**src/hdl/ted_pkg.sv**
```systemverilog
// Purpose: shared constants and types of the tx_opportunity extension decoder
// Assumes: extension bodies arrive as one 32-bit word, octet 0 in bits 7:0
// Notes:   register offsets are byte addresses on the classic Wishbone slave
package ted_pkg;

    // extension word layout
    localparam int          EXT_TYPE_LSB   = 27;
    localparam int          EXT_TYPE_W     = 5;
    localparam logic [4:0]  TYPE_MAX_LEN   = 5'h03;
    localparam logic [4:0]  TYPE_NODE_LIST = 5'h04;
    localparam int          MAX_LEN_W      = 18;
    localparam int          POL_BIT        = 0;
    localparam int          FMT_BIT        = 1;
    localparam int          OCT1_LSB       = 8;
    localparam int          OCT2_LSB       = 16;
    localparam int          BITMAP_W       = 8;

    // node_identifier encodings
    localparam int          ID_W           = 8;
    localparam logic [8:0]  ID_LAST_NODE   = 9'h0FA;
    localparam logic [7:0]  ID_CLR_LAST    = 8'hFF;
    localparam logic [2:0]  IDX_BYTE_LAST  = 3'h1;
    localparam logic [2:0]  IDX_BIT_LAST   = 3'h7;

    // register map, byte addresses
    localparam logic [3:0]  REG_CTRL       = 4'h0;
    localparam logic [3:0]  REG_STATUS     = 4'h4;
    localparam logic [3:0]  REG_MAX_LEN    = 4'h8;
    localparam logic [3:0]  REG_COUNT      = 4'hC;
    localparam int          CTRL_EN_BIT    = 0;
    localparam int          CTRL_CLR_BIT   = 1;
    localparam logic        CTRL_EN_RST    = 1'b1;
    localparam int          CNT_W          = 16;

    typedef enum logic [2:0] {
        ST_IDLE  = 3'b001,
        ST_CLEAR = 3'b010,
        ST_WRITE = 3'b100
    } ted_state_t;

endpackage

```
**src/hdl/ted_bitmem.sv**
```systemverilog
// Purpose: small one-write one-read memory holding the contention_slot list
// Assumes: read data appears one clock after the read address
// Notes:   no reset; contents are swept clear by the owner after reset
`timescale 1ns/1ps
module ted_bitmem #(
    parameter int ADDR_W = 8,
    parameter int DATA_W = 1
) (
    // clock
    input  wire logic              clk_i,
    // write port
    input  wire logic              we_i,
    input  wire logic [ADDR_W-1:0] waddr_i,
    input  wire logic [DATA_W-1:0] wdata_i,
    // read port
    input  wire logic [ADDR_W-1:0] raddr_i,
    output logic      [DATA_W-1:0] rdata_o
);
    logic [DATA_W-1:0] mem_reg [0:(1<<ADDR_W)-1];

    if (ADDR_W < 1 || DATA_W < 1) begin : g_bad_size
        $error("ted_bitmem: widths must be at least one");
    end

    always_ff @(posedge clk_i) begin
        if (we_i) begin
            mem_reg[waddr_i] <= wdata_i;
        end
        rdata_o <= mem_reg[raddr_i];
    end
endmodule // ted_bitmem

```
**src/hdl/ted_top.sv**
```systemverilog
// Purpose: decodes length-limit and node-list extensions of tx_opportunity descriptors
// Assumes: one extension body per accepted word; slot_start_i opens a new contention_slot
// Notes:   node list kept as one bit per node_identifier in ted_bitmem
//
// Contract
// - type field bits 31:27 equal three means length limit for shared_tx_window.
// - max_slot_tx_length taken from bits 17:0, in scheduling time units.
// - reserved bits are zero from sender; decoder ignores their value.
// - type field four decodes as contention_slot node list; octet 3 low bits reserved.
// - several node-list extensions of one slot merge into one list.
// - octet 0 bit 0: zero listed nodes may contend, one they must not.
// - octet 0 bit 1: zero byte-map entries, one bit-map entries.
// - byte map octets 1,2: 0 new nodes, 1-250 ids, 251-254 reserved, 255 skip.
// - bit map octet 1 is base: 0 new nodes, 1-250 ids, 251-255 reserved.
// - bit-map octet 2 bit k, when zero, lists node base plus k plus one.
//
// The Wishbone slave port and the placing of the registers are this design's own decisions.
`timescale 1ns/1ps
module ted_top
    import ted_pkg::*;
#(
    parameter int WB_ADR_W = 4
) (
    // clock and reset
    input  wire logic                 clk_i,
    input  wire logic                 rst_i,
    // classic Wishbone slave
    input  wire logic                 wb_cyc_i,
    input  wire logic                 wb_stb_i,
    input  wire logic                 wb_we_i,
    input  wire logic [WB_ADR_W-1:0]  wb_adr_i,
    input  wire logic [3:0]           wb_sel_i,
    input  wire logic [31:0]          wb_dat_i,
    output logic      [31:0]          wb_dat_o,
    output logic                      wb_ack_o,
    // extension stream from the MAP parser
    input  wire logic                 window_start_i,
    input  wire logic                 slot_start_i,
    input  wire logic                 ext_valid_i,
    input  wire logic [31:0]          ext_word_i,
    output logic                      ext_ready_o,
    // scheduler view
    output logic [MAX_LEN_W-1:0]      max_slot_tx_length_o,
    output logic                      max_len_valid_o,
    input  wire logic                 query_valid_i,
    input  wire logic [ID_W-1:0]      query_id_i,
    output logic                      query_done_o,
    output logic                      query_allow_o
);

    if (WB_ADR_W < 4) begin : g_bad_adr
        $error("ted_top: WB_ADR_W must be at least 4");
    end

    // fixed field positions: the type field closes the 32-bit word
    if (EXT_TYPE_LSB + EXT_TYPE_W != 32) begin : g_bad_type
        $error("ted_top: type field must end at bit 31");
    end

    // reserved bits sit between length and type, never inside either
    if (MAX_LEN_W > EXT_TYPE_LSB) begin : g_bad_len
        $error("ted_top: length field overlaps the type field");
    end

    // both list octets must lie below the type field
    if (OCT2_LSB + 8 > EXT_TYPE_LSB || OCT1_LSB + 8 > OCT2_LSB) begin : g_bad_oct
        $error("ted_top: list octets overlap");
    end

    // octet 0 carries the two list flags
    if (POL_BIT == FMT_BIT || FMT_BIT >= OCT1_LSB) begin : g_bad_flags
        $error("ted_top: polarity and format bits must be distinct bits of octet 0");
    end

    // one memory bit per node_identifier, every valid id needs an address
    if ((1 << ID_W) <= int'(ID_LAST_NODE)) begin : g_bad_id
        $error("ted_top: ID_W too narrow for the node_identifier range");
    end

    // the clear sweep must end on the last memory address
    if (int'(ID_CLR_LAST) != (1 << ID_W) - 1) begin : g_bad_sweep
        $error("ted_top: clear sweep does not cover the list memory");
    end

    // bit-map walk uses a 3-bit index that stops at IDX_BIT_LAST
    if (BITMAP_W != 8 || int'(IDX_BIT_LAST) != BITMAP_W - 1) begin : g_bad_map
        $error("ted_top: bit-map width must match the entry index");
    end

    // COUNT packs both counters into one 32-bit read word
    if (2 * CNT_W != 32) begin : g_bad_cnt
        $error("ted_top: counters must share one 32-bit word");
    end

    // offsets are decoded from address bits 3:2 only
    if (REG_CTRL[1:0] != 2'b00 || REG_STATUS[1:0] != 2'b00
        || REG_MAX_LEN[1:0] != 2'b00 || REG_COUNT[1:0] != 2'b00) begin : g_bad_off
        $error("ted_top: register offsets must be word aligned");
    end

    if (CTRL_EN_BIT == CTRL_CLR_BIT) begin : g_bad_ctrl
        $error("ted_top: enable and clear need their own CTRL bits");
    end

    typedef struct packed {
        ted_state_t           state;
        logic [ID_W-1:0]      clr_addr;
        logic [2:0]           idx;
        logic                 fmt;
        logic [7:0]           oct1;
        logic [7:0]           oct2;
        logic [MAX_LEN_W-1:0] max_len;
        logic                 max_len_valid;
        logic                 list_active;
        logic                 list_pol;
        logic                 enable;
        logic                 clr_req;
        logic [CNT_W-1:0]     named_cnt;
        logic [CNT_W-1:0]     drop_cnt;
        logic                 wb_ack;
        logic [31:0]          wb_dat;
        logic                 q_pend;
        logic                 q_done;
        logic                 q_allow;
    } ted_regs_t;

    ted_regs_t s_reg;
    ted_regs_t s_next;

    // memory ports
    logic            mem_we;
    logic [ID_W-1:0] mem_waddr;
    logic            mem_wdata;
    logic            mem_rdata;

    // entry under work in ST_WRITE
    logic [8:0]      cand_id;
    logic            cand_ok;
    logic            cand_last;
    logic [8:0]      bit_sum;

    // bus decode
    logic            wb_req;
    logic [3:0]      wb_off;
    logic [4:0]      ext_type;
    logic            ext_take;

    // address bits 1:0 are ignored; reads return a whole word, a CTRL write needs wb_sel_i[0]
    assign wb_req   = wb_cyc_i && wb_stb_i && !s_reg.wb_ack;
    assign wb_off   = {wb_adr_i[3:2], 2'b00};
    assign ext_type = ext_word_i[EXT_TYPE_LSB +: EXT_TYPE_W];

    // a new slot outranks an extension offered in the same cycle
    assign ext_ready_o = (s_reg.state == ST_IDLE) && !slot_start_i && !s_reg.clr_req;
    assign ext_take    = ext_ready_o && ext_valid_i;

    // candidate node_identifier for the current index
    always_comb begin
        bit_sum   = 9'({1'b0, s_reg.oct1}) + 9'({6'h00, s_reg.idx}) + 9'h001;
        cand_id   = 9'h000;
        cand_ok   = 1'b0;
        cand_last = 1'b0;
        if (!s_reg.fmt) begin
            // byte map: index 0 is octet 1, index 1 is octet 2
            cand_id   = (s_reg.idx == 3'h0) ? {1'b0, s_reg.oct1} : {1'b0, s_reg.oct2};
            cand_ok   = (cand_id <= ID_LAST_NODE);
            cand_last = (s_reg.idx == IDX_BYTE_LAST);
        end else begin
            cand_id   = bit_sum;
            // base above 250 is reserved, so nothing of this word names a node
            cand_ok   = ({1'b0, s_reg.oct1} <= ID_LAST_NODE)
                        && !s_reg.oct2[s_reg.idx]
                        && (bit_sum <= ID_LAST_NODE);
            cand_last = (s_reg.idx == IDX_BIT_LAST);
        end
    end

    // memory write side
    // sweep and list writes never share a cycle, so one write port serves both
    always_comb begin
        mem_we    = 1'b0;
        mem_waddr = s_reg.clr_addr;
        mem_wdata = 1'b0;
        unique case (s_reg.state)
            ST_CLEAR: begin
                mem_we    = 1'b1;
                mem_waddr = s_reg.clr_addr;
                mem_wdata = 1'b0;
            end
            ST_WRITE: begin
                // only setting bits, so repeated ids and later words merge
                mem_we    = cand_ok;
                mem_waddr = cand_id[ID_W-1:0];
                mem_wdata = 1'b1;
            end
            ST_IDLE: begin
                mem_we    = 1'b0;
            end
        endcase
    end

    ted_bitmem #(
        .ADDR_W (ID_W),
        .DATA_W (1)
    ) u_list (
        .clk_i   (clk_i),
        .we_i    (mem_we),
        .waddr_i (mem_waddr),
        .wdata_i (mem_wdata),
        .raddr_i (query_id_i),
        .rdata_o (mem_rdata)
    );

    // next state
    always_comb begin
        s_next        = s_reg;
        s_next.wb_ack = 1'b0;
        s_next.q_done = 1'b0;

        // scheduler query: memory read, then the verdict registered
        s_next.q_pend = query_valid_i;
        if (s_reg.q_pend) begin
            s_next.q_done  = 1'b1;
            // no list for this slot means everyone may contend
            s_next.q_allow = s_reg.list_active ? (mem_rdata ^ s_reg.list_pol) : 1'b1;
        end

        if (window_start_i) begin
            s_next.max_len_valid = 1'b0;
        end

        // a slot start while busy is kept and served once idle
        if (slot_start_i && s_reg.state != ST_IDLE) begin
            s_next.clr_req = 1'b1;
        end

        unique case (s_reg.state)
            ST_IDLE: begin
                if (slot_start_i || s_reg.clr_req) begin
                    s_next.state    = ST_CLEAR;
                    s_next.clr_addr = '0;
                    s_next.clr_req  = 1'b0;
                    // old list stops applying as soon as the sweep starts
                    s_next.list_active = 1'b0;
                    s_next.list_pol    = 1'b0;
                end else if (ext_take && s_reg.enable) begin
                    if (ext_type == TYPE_MAX_LEN) begin
                        // bits 26:18 are never looked at
                        s_next.max_len       = ext_word_i[MAX_LEN_W-1:0];
                        s_next.max_len_valid = 1'b1;
                    end else if (ext_type == TYPE_NODE_LIST) begin
                        // octet 0 bits 7:2 and octet 3 bits 2:0 ignored
                        s_next.list_active = 1'b1;
                        s_next.list_pol    = ext_word_i[POL_BIT];
                        s_next.fmt         = ext_word_i[FMT_BIT];
                        s_next.oct1        = ext_word_i[OCT1_LSB +: 8];
                        s_next.oct2        = ext_word_i[OCT2_LSB +: 8];
                        s_next.idx         = 3'h0;
                        s_next.state       = ST_WRITE;
                    end else begin
                        // other extension types are taken and dropped
                    end
                end
            end
            ST_CLEAR: begin
                // one address per cycle; ready stays low for the whole sweep
                s_next.clr_addr = s_reg.clr_addr + 8'h01;
                if (s_reg.clr_addr == ID_CLR_LAST) begin
                    s_next.state       = ST_IDLE;
                    s_next.named_cnt   = '0;
                    s_next.drop_cnt    = '0;
                end
            end
            ST_WRITE: begin
                if (cand_ok) begin
                    s_next.named_cnt = s_reg.named_cnt + 16'h0001;
                end else if (!s_reg.fmt && s_reg.oct1 != ID_CLR_LAST && s_reg.idx == 3'h0) begin
                    s_next.drop_cnt = s_reg.drop_cnt + 16'h0001;
                end else if (!s_reg.fmt && s_reg.oct2 != ID_CLR_LAST && s_reg.idx == 3'h1) begin
                    s_next.drop_cnt = s_reg.drop_cnt + 16'h0001;
                end
                s_next.idx = s_reg.idx + 3'h1;
                if (cand_last) begin
                    s_next.state = ST_IDLE;
                end
            end
        endcase

        // Wishbone slave, one wait state, every address answered
        // ack is registered and blocks wb_req, so a held stb gets an ack every second cycle
        if (wb_req) begin
            s_next.wb_ack = 1'b1;
            s_next.wb_dat = 32'h0000_0000;
            if (wb_we_i) begin
                if (wb_off == REG_CTRL && wb_sel_i[0]) begin
                    s_next.enable = wb_dat_i[CTRL_EN_BIT];
                    if (wb_dat_i[CTRL_CLR_BIT]) begin
                        s_next.clr_req = 1'b1;
                    end
                end
            end else begin
                unique case (wb_off)
                    REG_CTRL: begin
                        s_next.wb_dat[CTRL_EN_BIT] = s_reg.enable;
                    end
                    REG_STATUS: begin
                        s_next.wb_dat[4:0] = {s_reg.fmt, (s_reg.state != ST_IDLE),
                                              s_reg.list_pol, s_reg.list_active,
                                              s_reg.max_len_valid};
                    end
                    REG_MAX_LEN: begin
                        s_next.wb_dat[MAX_LEN_W-1:0] = s_reg.max_len;
                    end
                    REG_COUNT: begin
                        s_next.wb_dat = {s_reg.drop_cnt, s_reg.named_cnt};
                    end
                    default: begin
                        s_next.wb_dat = 32'h0000_0000;
                    end
                endcase
            end
        end
    end

    // state register; reset sweeps the list memory clear first
    always_ff @(posedge clk_i) begin
        if (rst_i) begin
            s_reg               <= '0;
            s_reg.state         <= ST_CLEAR;
            s_reg.enable        <= CTRL_EN_RST;
        end else begin
            s_reg <= s_next;
        end
    end

    assign wb_ack_o             = s_reg.wb_ack;
    assign wb_dat_o             = s_reg.wb_dat;
    assign max_slot_tx_length_o = s_reg.max_len;
    assign max_len_valid_o      = s_reg.max_len_valid;
    assign query_done_o         = s_reg.q_done;
    assign query_allow_o        = s_reg.q_allow;

endmodule // ted_top

```
**config.mk**
```make
export PLATFORM = sky130hd
export DESIGN_NAME = ted_top
export DESIGN_NICKNAME = d
export VERILOG_FILES = /design/src/hdl/ted_pkg.sv /design/src/hdl/ted_bitmem.sv /design/src/hdl/ted_top.sv
export SDC_FILE = /design/constraint.sdc
export NUM_CORES = 1
export LEC_CHECK = 0
export BUFFER_PORTS_ARGS = -buffer_cell sky130_fd_sc_hd__buf_2
export CAP_MARGIN = 20
export CORE_AREA = 2 2 160 225
export DETAILED_ROUTE_END_ITERATION = 12
export DIE_AREA = 0 0 162 227
export PLACE_DENSITY = 0.71
export SETUP_SLACK_MARGIN = 0.02
export SLEW_MARGIN = 20
export SYNTH_ARGS = -nofsm -noshare
export SYNTH_HDL_FRONTEND = slang
export SYNTH_SLANG_ARGS = --single-unit
```
**constraint.sdc**
```tcl
create_clock -name clk_i -period 7.6 [get_ports clk_i]
set_input_delay 0.38 -clock clk_i [delete_from_list [all_inputs] [get_ports clk_i]]
set_output_delay 0.38 -clock clk_i [all_outputs]
set_load 0.05 [all_outputs]
```
After elaboration in Yosys (flattened, before gate mapping)
Memory sizes are Yosys's and may differ from the RTL's. A register that Yosys moved wholly into a read port is not among the register bits.
Index checks and enable logic that the tools add are counted.

cells by class
  bitwise operators = 3
  multiply operators = 0
  $lt $le $gt $ge = 4
  $add $sub $neg = 6
  reduce and logical (&&, ||, !) cells = 36
  div/mod/pow operators = 0
  shift operators = 0
  muxes and demuxes = 52
  equality and inequality tests = 28

operator list
  operator                 count
  $mux W16                 4
  $mux W32                 2
  $pmux W32 S2             1
  $mux W41                 1
  $mux W20                 2
  $mux W39                 1
  $mux W33                 1
  $add A16 B1 Y16 const B  2
  $mux W8                  4
  $pmux W13 S2             1
  $mux W3                  7
  $mux W19                 1
  $le A8 B8 Y1 const B     2
  $ne A8 B8 Y1 const B     2
  $pmux W8 S2              1
  $mux W1                  15
  $reduce_and A5 Y1        3
  $logic_and A1 B1 Y1      14
  $mux W14                 1
  $ne A2 B2 Y1 const B     7
  $pmux W4 S3              1
  $reduce_and A4 Y1        3
  $reduce_bool A2 Y1       5
  $add A8 B3 Y9            1
  other kinds (30)         47

storage, ports and cells
  logic and storage cells = 149
  memory bits (writable) = 256
  input bits = 89
  memories = 1
  register bits after elaboration = 122
  output and inout bits = 55
  ROM bits = 0
  latch bits = 0

memory list
  memory          words  bits a word  rd ports  clocked after Yosys merged registers in  wr ports  RTL line          source
  u_list.mem_reg  256    1            1         1                                        1         ted_bitmem.sv:19  logic [DATA_W-1:0] mem_reg [0:(1<<ADDR_W)-1];

Depth between registers and ports, before layout
Gate-level depths: netlist (run 1).

  depth after elaboration = 9
  gate-level depth with buffers = 13
  gate-level depth less buffers = 11

Modules after synthesis
From an unflattened synthesis (run 1), not the netlist that was laid out.

unflattened totals
  cell total of the unflattened synthesis = 1,547
  area, all modules = 17,456.7 sq um

by module, submodules not included
  module      times used  cells each  area each (sq um)
  ted_bitmem  1           788         11,128.2
  ted_top     1           759         6,328.6

Worst setup path after synthesis (run 1)
Ideal clock, no wire load.

  kind = register -> register
  start point = register s_reg[120] (netlist bit)
  end point = memory u_list.mem_reg[159], enable pin
  data required time = 7.286 ns
  setup time = 0.314 ns
  clock period less this slack = 6.823 ns
  slack = 0.777 ns
  arrival = 6.509 ns
  stages on the path, launching flop included = 7
  path through = dfxtp_1 -> or3b_1 -> clkinv_1 -> clkbuf_1 -> a41oi_2 -> clkbuf_1 -> nor3_1

between the ends
  cells in the longest elaborated chain, start to end = 4

RTL lines
  item                                        RTL line          source
  from (decl)                                 ted_top.sv:127    ted_regs_t s_reg;
  from (signal assigned)                      ted_top.sv:332    s_reg <= s_next;
  $eq A3 B1 Y1, or another cell as far along  ted_top.sv:184    unique case (s_reg.state)
  $pmux W1 S3                                 ted_top.sv:184
  $mux W1                                     ted_bitmem.sv:26  if (we_i) begin
  $mux W1 (implied by the code)               ted_bitmem.sv:27  mem_reg[waddr_i] <= wdata_i;
  to (decl)                                   ted_bitmem.sv:19

Parallel ways exist; a longest one is shown, timed or not.

Worst setup path after layout (run 1)
  start point = register s_reg[108] (netlist bit)
  end point = memory u_list.mem_reg[174], enable pin

between the ends
  cells in the longest elaborated chain, start to end = 9

RTL lines
  item
  parallel branches: the longest is 9 deep, another holds $add A8 B3 Y9

Several ways; the timed one is not identified. The select of a mux whose other input is x is not followed.

==> flow_metrics.env, run 1 <==
export IMPL_dpl_cell_area_um2=18600
export IMPL_path_depth=12
export IMPL_ys_warn_count=0
export IMPL_port_buffers=105
export IMPL_cp_top_family="compound AO/OA/AOI/OAI gates"
export IMPL_area_growth_pct=8.84
export IMPL_core_area_um2=34700
export IMPL_rsz0062_at_grt="false"
export IMPL_grt_pass1_vias=12719
export IMPL_ctsHoldBuffers=0
export IMPL_worst_ep_arrival_time_ps=4350
export IMPL_finalSetupTns_ps=0
export IMPL_die_area_um2=36800
export IMPL_final_util_pct=57.2
export IMPL_slew_viol_final=0
export IMPL_yosysUniqueCellTypes=74
export IMPL_grt_use_total_pct=23.5
export IMPL_synth_area_leaders="edfxtp_1 42%, dfxtp_1 14%, nor2_1 5.0%, mux2i_1 4.9%, mux4_2 4.3%"
export IMPL_crit_type="reg -> reg"
export IMPL_power_density_nw_per_um2=225
export IMPL_io_pins=144
export IMPL_finalCritPeriodShare_pct=53.8
export IMPL_cp_slowest_cell="buf_4"
export IMPL_drt_wl_total_um=42800
export IMPL_antenna_left=0
export IMPL_cts_buffers=37
export IMPL_vias=12778
export IMPL_drt_iter0_markers=1090
export IMPL_seq_area_um2=10100
export IMPL_synth_top_area_share_pct=42.2
export IMPL_cts_resized=0
export IMPL_ys_ff_latch=379
export IMPL_hold_path_depth=2
export IMPL_die_w_um=162
export IMPL_crit_required_ps=7860
export IMPL_clock_fmax_mhz=244
export IMPL_htree_levels=2
export IMPL_reg2regPathDepth=12
export IMPL_drive_gt1_share_pct=19.2
export IMPL_path_buf_inv=3
export IMPL_via_per_inst=6.09
export IMPL_clk_path_buf_depth=3
export IMPL_cts_setup_buffers=0
export IMPL_synth_area_um2=18200
export IMPL_largest_register_ffs=256
export IMPL_synth_seq_area_share_pct=55.7
export IMPL_multi_input_area_um2=7090
export IMPL_num_rows=81
export IMPL_fin_area_um2=19800
export IMPL_synth_edff_count=256
export IMPL_synth_flop_cell="edfxtp_1"
export IMPL_synth_fp_nets=1719
export IMPL_crit_fanout=44
export IMPL_syn_inst=1618
export IMPL_path_cells="inv_1 > ha_1 > inv_1 > fa_1 > a21oi_1 > xnor2_1 > nand4_1 > a21oi_1 > o21a_4 > o41a_2 > buf_4 > nor3_1"
export IMPL_cts_sinks=379
export IMPL_drv_cap=0
export IMPL_max_stage_delay_ps=620
export IMPL_wire_per_inst_um=20.4
export IMPL_p_leak_nw=6.55
export IMPL_dp_hpwl_um=27500
export IMPL_tightestPinTransition_ps=997
export IMPL_hold_viol=0
export IMPL_num_antenna_cells=0
export IMPL_ys_top_cells_by_count="256 x edfxtp_1, 241 x nor2_1, 123 x dfxtp_1"
export IMPL_async_reset_ff_share_pct=0
export IMPL_antenna_found_initial=0
export IMPL_fillCellCount=2937
export IMPL_clock_latency_ps=540
export IMPL_grt_max_degree=109
export IMPL_firstDrtPassIters=8
export IMPL_setup_violations=0
export IMPL_crit_path_start_kind="flop"
export IMPL_fin_nets=1716
export IMPL_drc=0
export IMPL_hold_class="in -> reg"
export IMPL_cp_end_kind="flop"
export IMPL_slew_headroom_pct=33.0
export IMPL_synth_area_per_cell_um2=11.3
export IMPL_clock_skew_ps=14.2
export IMPL_synth_most_common_cell="edfxtp_1"
export IMPL_root_buffer="clkbuf_16"
export IMPL_peakVddDrop_mv=0.160
export IMPL_yosysTopAreaCell="edfxtp_1"
export IMPL_grt_pass1_wl_um=68000
export IMPL_holdWs_ps=71.1
export IMPL_dieHeight_um=227
export IMPL_fin_crit_ps=4090
export IMPL_gp_congestion=0.869
export IMPL_path_clk_slew_ps=60
export IMPL_initial_utilization_pct=52.6
export IMPL_status="finished clean"
export IMPL_p_total_mw=4.46
export IMPL_gr_total_overflow=0
export IMPL_cts_tree="done"
metrics by stage:
step,std cells,worst slack [ps]
finish,2097,3510
global route,2097,3210
CTS,2096,3520
detailed placement,2031,3540
global placement,2031,3600
floorplan,1618,777
worst reg2reg max path: cells and delay by family (launching register included):
kind	cells	cell delay [ps]
XOR/XNOR	1	170
flip-flops	1	350
AO/OA/AOI/OAI	4	1610
adder cells (fa/ha/maj)	2	570
AND/OR/NAND/NOR	2	300
buffers and inverters	3	830
cells by family after synthesis:
group	count (synthesis)	share of synthesized area (%)
simple gates	666	18.7
fa+ha+maj	12	0.865
compound gates	231	8.94
mux	135	9.98
xor+xnor	3	0.144
flops	379	55.7
buf+inv	192	5.71
layer usage:
layer	up-vias	track usage (%)	share of wire (%)
li1	5961	-	-
met1	6243	28.2	38
met2	464	42.8	52
met3	110	3.04	5.5
met4	0	9.48	3.9
met5	-	0	0
layout make-up:
type / instances / share of cell area, %
Clock buffer: 47 / 5.33
Tap cell: 456 / 2.88
Timing Repair Buffer: 130 / 3.62
Inverter: 20 / 0.404
Multi-Input combinational cell: 1047 / 35.7
Sequential cell: 379 / 51.2
Clock inverter: 18 / 0.852
path summary, 6_finish.rpt:
check	start	end	slack, ps
max reg2reg	s_reg[108]	u_list.mem_reg[174]	3510
min	query_valid_i	s_reg[2]	70
max	s_reg[108]	u_list.mem_reg[174]	3510
min reg2reg	s_reg[51]	s_reg[51]	490
cells in the final DEF, fill, tap and decap left out, types with 11 or more instances in the layout:
master	n
and3_1	17
nor3_1	79
a222oi_1	13
a21oi_1	46
o22ai_1	23
o31ai_1	14
clkbuf_16	40
nor2_1	240
nor2b_1	15
nor3_2	58
inv_1	18
o21ai_0	36
nand2_1	106
buf_2	103
o211ai_1	11
nand3_1	62
ha_1	11
nor4_1	21
a22oi_1	22
edfxtp_1	256
buf_4	27
mux2i_1	89
dfxtp_1	123
mux4_2	35
power by group:
part	internal [mW]	switching, mW	total [mW]	leakage (nW)
logic	0.113	0.277	0.390	2.82
clock network	1.06	0.782	1.84	0.597
registers	2.21	0.0157	2.22	3.14
No activity file was read; power rests on OpenSTA's default activity.
==> run 2, diff against run 1 <==
--- a/config.mk
+++ b/config.mk
@@ -5,12 +5,13 @@
 export SDC_FILE = /design/constraint.sdc
 export NUM_CORES = 1
 export LEC_CHECK = 0
+export ABC_AREA = 1
 export BUFFER_PORTS_ARGS = -buffer_cell sky130_fd_sc_hd__buf_2
 export CAP_MARGIN = 20
 export CORE_AREA = 2 2 160 225
 export DETAILED_ROUTE_END_ITERATION = 12
 export DIE_AREA = 0 0 162 227
-export PLACE_DENSITY = 0.71
+export PLACE_DENSITY = 0.74
 export SETUP_SLACK_MARGIN = 0.02
 export SLEW_MARGIN = 20
 export SYNTH_ARGS = -nofsm -noshare
==> constraint.sdc (replaced) <==
create_clock -name clk_i -period 3.65 [get_ports clk_i]
set_input_delay 0.1825 -clock clk_i [delete_from_list [all_inputs] [get_ports clk_i]]
set_output_delay 0.1825 -clock clk_i [all_outputs]
set_load 0.05 [all_outputs]
==> flow_metrics.env, run 2 <==
export IMPL_status="finished clean"
export IMPL_tightestPinTransition_ps=876
export IMPL_cts_sinks=379
export IMPL_final_cells=2664
export IMPL_fin_crit_ps=3160
export IMPL_grt_pass1_wl_um=72900
export IMPL_grt_max_degree=145
export IMPL_gr_total_overflow=0
export IMPL_layout_common_cells="486 x nor2_1, 377 x nand2_1, 256 x edfxtp_1"
export IMPL_critPathLaunch="s_reg[108]"
export IMPL_yosysUniqueCellTypes=50
export IMPL_cp_top_family="simple AND/OR/NAND/NOR gates"
export IMPL_dieHeight_um=227
export IMPL_path_common_cell="nand2_1"
export IMPL_wire_per_inst_um=17.4
export IMPL_crit_type="reg -> reg"
export IMPL_drt_wl_total_um=46400
export IMPL_power_density_nw_per_um2=492
export IMPL_hold_path_depth=3
export IMPL_drc=0
export IMPL_synth_fp_nets=2242
export IMPL_finalSetupTns_ps=0
export IMPL_clock_fmax_mhz=317
export IMPL_synth_area_per_cell_um2=8.53
export IMPL_synth_seq_area_share_pct=55.6
export IMPL_gp_congestion=0.883
export IMPL_ys_ff_latch=379
export IMPL_slew_viol_final=0
export IMPL_die_w_um=162
export IMPL_dp_hpwl_um=28500
export IMPL_syn_inst=2141
export IMPL_min_from="query_id_i[7]"
export IMPL_cts_tree="done"
export IMPL_final_util_pct=58.3
export IMPL_hold_viol=0
export IMPL_synth_flop_cell="edfxtp_1"
export IMPL_crit_required_ps=3880
export IMPL_clock_latency_ps=530
export IMPL_worst_ep_arrival_time_ps=3390
export IMPL_rsz0062_at_grt="false"
export IMPL_crit_path_start_kind="flop"
export IMPL_layout_setup_ws_ps=494
export IMPL_antenna_left=0
export IMPL_synth_area_um2=18300
export IMPL_synth_area_leaders="edfxtp_1 42%, dfxtp_1 13%, nor2_1 10%, nand2_1 7.7%, nand3_1 5.0%"
export IMPL_firstDrtPassIters=5
export IMPL_clk_path_buf_depth=3
export IMPL_finalCritPeriodShare_pct=86.5
export IMPL_ys_warn_count=0
export IMPL_path_buf_inv=2
export IMPL_num_rows=81
export IMPL_reg2regPathDepth=16
export IMPL_r2r_end="u_list.mem_reg[65]"
export IMPL_drv_cap=0
export IMPL_cts_resized=0
export IMPL_grt_use_total_pct=25.1
export IMPL_dp_cells=2566
export IMPL_setup_violations=0
export IMPL_preCtsSetupSlack_ps=522
export IMPL_fin_nets=2280
export IMPL_cp_slowest_cell="nand2_2"
export IMPL_grt_pass1_vias=14188
export IMPL_layout_commonest_cell="nor2_1"
export IMPL_path_clk_slew_ps=60
export IMPL_yosysTopAreaCell="edfxtp_1"
export IMPL_cts_setup_buffers=0
export IMPL_peakVddDrop_mv=0.314
export IMPL_num_antenna_cells=0
export IMPL_p_leak_nw=7.35
export IMPL_largest_register_ffs=256
export IMPL_initial_utilization_pct=52.7
export IMPL_slew_headroom_pct=41.6
export IMPL_synth_top_area_share_pct=42.1
export IMPL_max_stage_delay_ps=440
export IMPL_port_buffers=105
export IMPL_crit_fanout=18
export IMPL_cp_end_kind="flop"
export IMPL_ctsHoldBuffers=29
export IMPL_root_buffer="clkbuf_16"
export IMPL_clock_skew_ps=14.3
export IMPL_vias=14994
export IMPL_hold_class="in -> reg"
export IMPL_ys_top_cells_by_count="486 x nor2_1, 377 x nand2_1, 256 x edfxtp_1"
export IMPL_via_per_inst=5.63
export IMPL_async_reset_ff_share_pct=0
export IMPL_synth_edff_count=256
export IMPL_drive_gt1_share_pct=11.2
export IMPL_r2r_setup_slack_ps=490
export IMPL_antenna_found_initial=0
export IMPL_path_cells="inv_1 > ha_1 > inv_1 > fa_1 > nand2_1 > nand2_1 > nand2_1 > xor2_1 > nor2_1 > nand3_1 > nand2_1 > nand2_2 > nand3_4 > o21ai_4 > nand2_2 > nor2_1"
export IMPL_io_pins=144
export IMPL_htree_levels=2
export IMPL_drt_iter0_markers=1481
export IMPL_holdWs_ps=54.0
export IMPL_holdPathEnd="u_list.rdata_o"
export IMPL_core_area_um2=34700
export IMPL_die_area_um2=36800
export IMPL_synth_most_common_cell="nor2_1"
export IMPL_rr_startpoint="s_reg[108]"
export IMPL_cts_buffers=38
export IMPL_area_growth_pct=10.6
run 2: cell count changes after synthesis, sizes merged, moves of 89 or more:
| cell | before | now |
|---|---|---|
| nand2 | 106 | 403 |
| nor2 | 241 | 493 |
| nor3 | 137 | 9 |
| o21ai | 37 | 160 |
| nand3 | 63 | 182 |
| inv | 18 | 116 |
| mux2i | 89 | 0 |
run 2: worst min-delay path, cell delays in order:
cell     delay, ps
buf_2          110
nand3_1         80
nand2_1        150
run 2: per-stage QoR:
stage / power (mW) / cell area [um2]
2_1_floorplan: 5.78 / 18300
3_3_place_gp: 6.07 / 18700
3_5_place_dp: 6.12 / 18700
4_1_cts: 9.97 / 20200
5_1_grt: 10.3 / 20200
6_report: 9.94 / 20200
run 2: layout make-up:
type	instances	area [um2]
clock buffers	50	1030
clock inverters	19	199
fillers	3012	14400
inverters	121	455
multi-input cells	1467	6680
flip-flops and latches	379	10100
well taps	456	571
repair buffers	172	1130
run 2: worst max-delay path by stage:
stage,to,slack [ps],depth (start not counted)
floorplan,u_list.mem_reg[0],250,4
global placement,u_list.mem_reg[128],600,16
detailed placement,u_list.mem_reg[65],520,16
CTS,u_list.mem_reg[65],510,16
global route,u_list.mem_reg[81],240,16
finish,u_list.mem_reg[65],490,16
run 2: cell families (layout without fill, tap and decap cells):
| family | after synthesis | count (layout) | share of synthesized area [%] |
|---|---|---|---|
| AND/OR/NAND/NOR | 1117 | 1117 | 25.5 |
| flip-flops | 379 | 379 | 55.6 |
| AO/OA/AOI/OAI | 335 | 335 | 10.1 |
| buffers and inverters | 295 | 362 | 7.88 |
| adder cells (fa/ha/maj) | 12 | 12 | 0.863 |
| XOR/XNOR | 3 | 3 | 0.144 |
run 2: metal layers:
metal | global-route usage [%] | vias to the layer above | wire (um)
met4 | 11.5 | 0 | 2160
met5 | 0 | - | 0
met2 | 44.9 | 598 | 23300
met1 | 29.8 | 7063 | 17600
met3 | 3.75 | 135 | 3330
li1 | - | 7198 | -
run 2: report_power, final:
| group | switching [mW] | internal (mW) |
|---|---|---|
| registers | 0.164 | 4.68 |
| clock network | 1.59 | 2.27 |
| logic | 0.843 | 0.382 |
| total | 2.60 | 7.34 |
==> run 3, diff against run 2 <==
--- a/config.mk
+++ b/config.mk
@@ -12,6 +12,7 @@
 export DETAILED_ROUTE_END_ITERATION = 12
 export DIE_AREA = 0 0 162 227
 export PLACE_DENSITY = 0.74
+export RECOVER_POWER = 100
 export SETUP_SLACK_MARGIN = 0.02
 export SLEW_MARGIN = 20
 export SYNTH_ARGS = -nofsm -noshare
==> flow_metrics.env, run 3 (same netlist as run 2, synthesis figures left out) <==
export IMPL_status="complete, but fails checks"
export IMPL_violations="capacitance limit, slew limit"
export IMPL_port_buffers=105
export IMPL_clock_skew_ps=14.1
export IMPL_core_area_um2=34700
export IMPL_clock_fmax_mhz=311
export IMPL_crit_path_start_kind="flop"
export IMPL_vias=15078
export IMPL_peakVddDrop_mv=0.315
export IMPL_fillCellCount=3060
export IMPL_drive_gt1_share_pct=7.93
export IMPL_num_rows=81
export IMPL_gr_total_overflow=0
export IMPL_drv_cap=1
export IMPL_crit_required_ps=3890
export IMPL_crit_type="reg -> reg"
export IMPL_hold_viol=0
export IMPL_cts_sinks=379
export IMPL_cts_buffers=38
export IMPL_hold_class="in -> reg"
export IMPL_area_growth_pct=9.79
export IMPL_worst_ep_arrival_time_ps=3450
export IMPL_slew_headroom_pct=-105
export IMPL_cts_tree="done"
export IMPL_final_cells=2664
export IMPL_clk_path_buf_depth=3
export IMPL_slew_viol_final=68
export IMPL_min_from="query_id_i[7]"
export IMPL_crit_fanout=18
export IMPL_root_buffer="clkbuf_16"
export IMPL_largest_register_ffs=256
export IMPL_antenna_left=0
export IMPL_firstDrtPassIters=7
export IMPL_gp_congestion=0.883
export IMPL_grt_use_total_pct=25.1
export IMPL_io_pins=144
export IMPL_finalSetupTns_ps=0
export IMPL_fin_crit_ps=3210
export IMPL_p_leak_nw=7.07
export IMPL_rsz0062_at_grt="false"
export IMPL_num_antenna_cells=0
export IMPL_layout_common_cells="487 x nor2_1, 381 x nand2_1, 256 x edfxtp_1"
export IMPL_wire_per_inst_um=17.4
export IMPL_tightestPinTransition_ps=3080
export IMPL_htree_levels=2
export IMPL_drt_wl_total_um=46400
export IMPL_drc=0
export IMPL_antenna_found_initial=0
export IMPL_critPathLaunch="s_reg[108]"
export IMPL_layout_commonest_cell="nor2_1"
export IMPL_fin_nets=2280
export IMPL_grt_max_degree=145
export IMPL_initial_utilization_pct=52.7
export IMPL_finalCritPeriodShare_pct=88.0
export IMPL_path_clk_slew_ps=60
export IMPL_setup_violations=0
export IMPL_dieHeight_um=227
export IMPL_clock_latency_ps=540
export IMPL_cts_resized=0
export IMPL_dp_hpwl_um=28500
export IMPL_rr_startpoint="s_reg[108]"
export IMPL_drt_iter0_markers=1534
export IMPL_die_area_um2=36800
export IMPL_die_w_um=162
export IMPL_grt_pass1_vias=14188
export IMPL_dp_cells=2566
export IMPL_power_density_nw_per_um2=495
export IMPL_cp_end_kind="flop"
export IMPL_via_per_inst=5.66
export IMPL_grt_pass1_wl_um=72900
-- run 3: changes by cell type in the layout (fill, tap and decap cells not counted), sizes merged --
| cell | before | now |
|---|---|---|
| clkinv | 20 | 21 |
| buf | 143 | 73 |
| inv | 116 | 115 |
| clkbuf | 50 | 120 |
-- run 3: power breakdown --
group	internal (mW)	leakage [nW]	switching [mW]
Sequential	4.68	3.39	0.160
Combinational	0.379	3.09	0.843
Clock	2.27	0.602	1.59
-- run 3: worst paths after layout --
| check | end | slack (ps) | cells past startpoint |
|---|---|---|---|
| worst max-delay path | u_list.mem_reg[1] | 440 | 16 |
| worst min register to register | wb_dat_o[31] | 470 | 2 |
| worst max register to register | u_list.mem_reg[1] | 440 | 16 |
| worst min-delay path | u_list.rdata_o | 60 | 3 |
-- run 3: routing by layer --
| metal | global-route usage [%] | vias to the layer above | part of all wire [%] | wire (um) |
|---|---|---|---|---|
| li1 | - | 7200 | - | - |
| met1 | 29.8 | 7146 | 38 | 17800 |
| met2 | 44.9 | 605 | 50 | 23300 |
| met3 | 3.75 | 127 | 7.1 | 3280 |
| met4 | 11.5 | 0 | 4.5 | 2070 |
| met5 | 0 | - | 0 | 0 |
-- run 3: critical path, cell delays in order, from the launching register on --
cell,delay (ps)
dfxtp_1,380
inv_1,100
ha_1,140
inv_1,50
fa_1,390
nand2_1,80
nand2_1,100
nand2_1,100
xor2_1,180
nor2_1,70
nand3_1,70
nand2_1,60
nand2_1,70
nand3_1,150
o21ai_4,300
nand2_2,430
nor2_1,240
-- run 3: cell type report --
cell class	instances	area (um2)	area share (%)
inverters	121	455	2.27
clock inverters	19	199	0.992
well taps	456	571	2.84
repair buffers	172	1020	5.08
clock buffers	50	1030	5.12
flip-flops and latches	379	10100	50.6
multi-input cells	1467	6640	33.1
-- run 3: through the flow --
step	hold slack [ps]	setup WS [ps]	utilization (%)	instance area (um2)	power (mW)
6_report	60.0	437	57.9	20100	9.93
5_1_grt	81.5	145	57.9	20100	10.3
4_1_cts	24.3	509	58.3	20200	9.97
3_5_place_dp	398	522	53.9	18700	6.12
3_3_place_gp	385	598	53.9	18700	6.07
2_1_floorplan	289	253	-	18300	5.78
-- run 3: what timing repair did --
action	CTS	global route
setup buffers	0	0
hold buffers	29	0
hold endpoints to repair	37	0
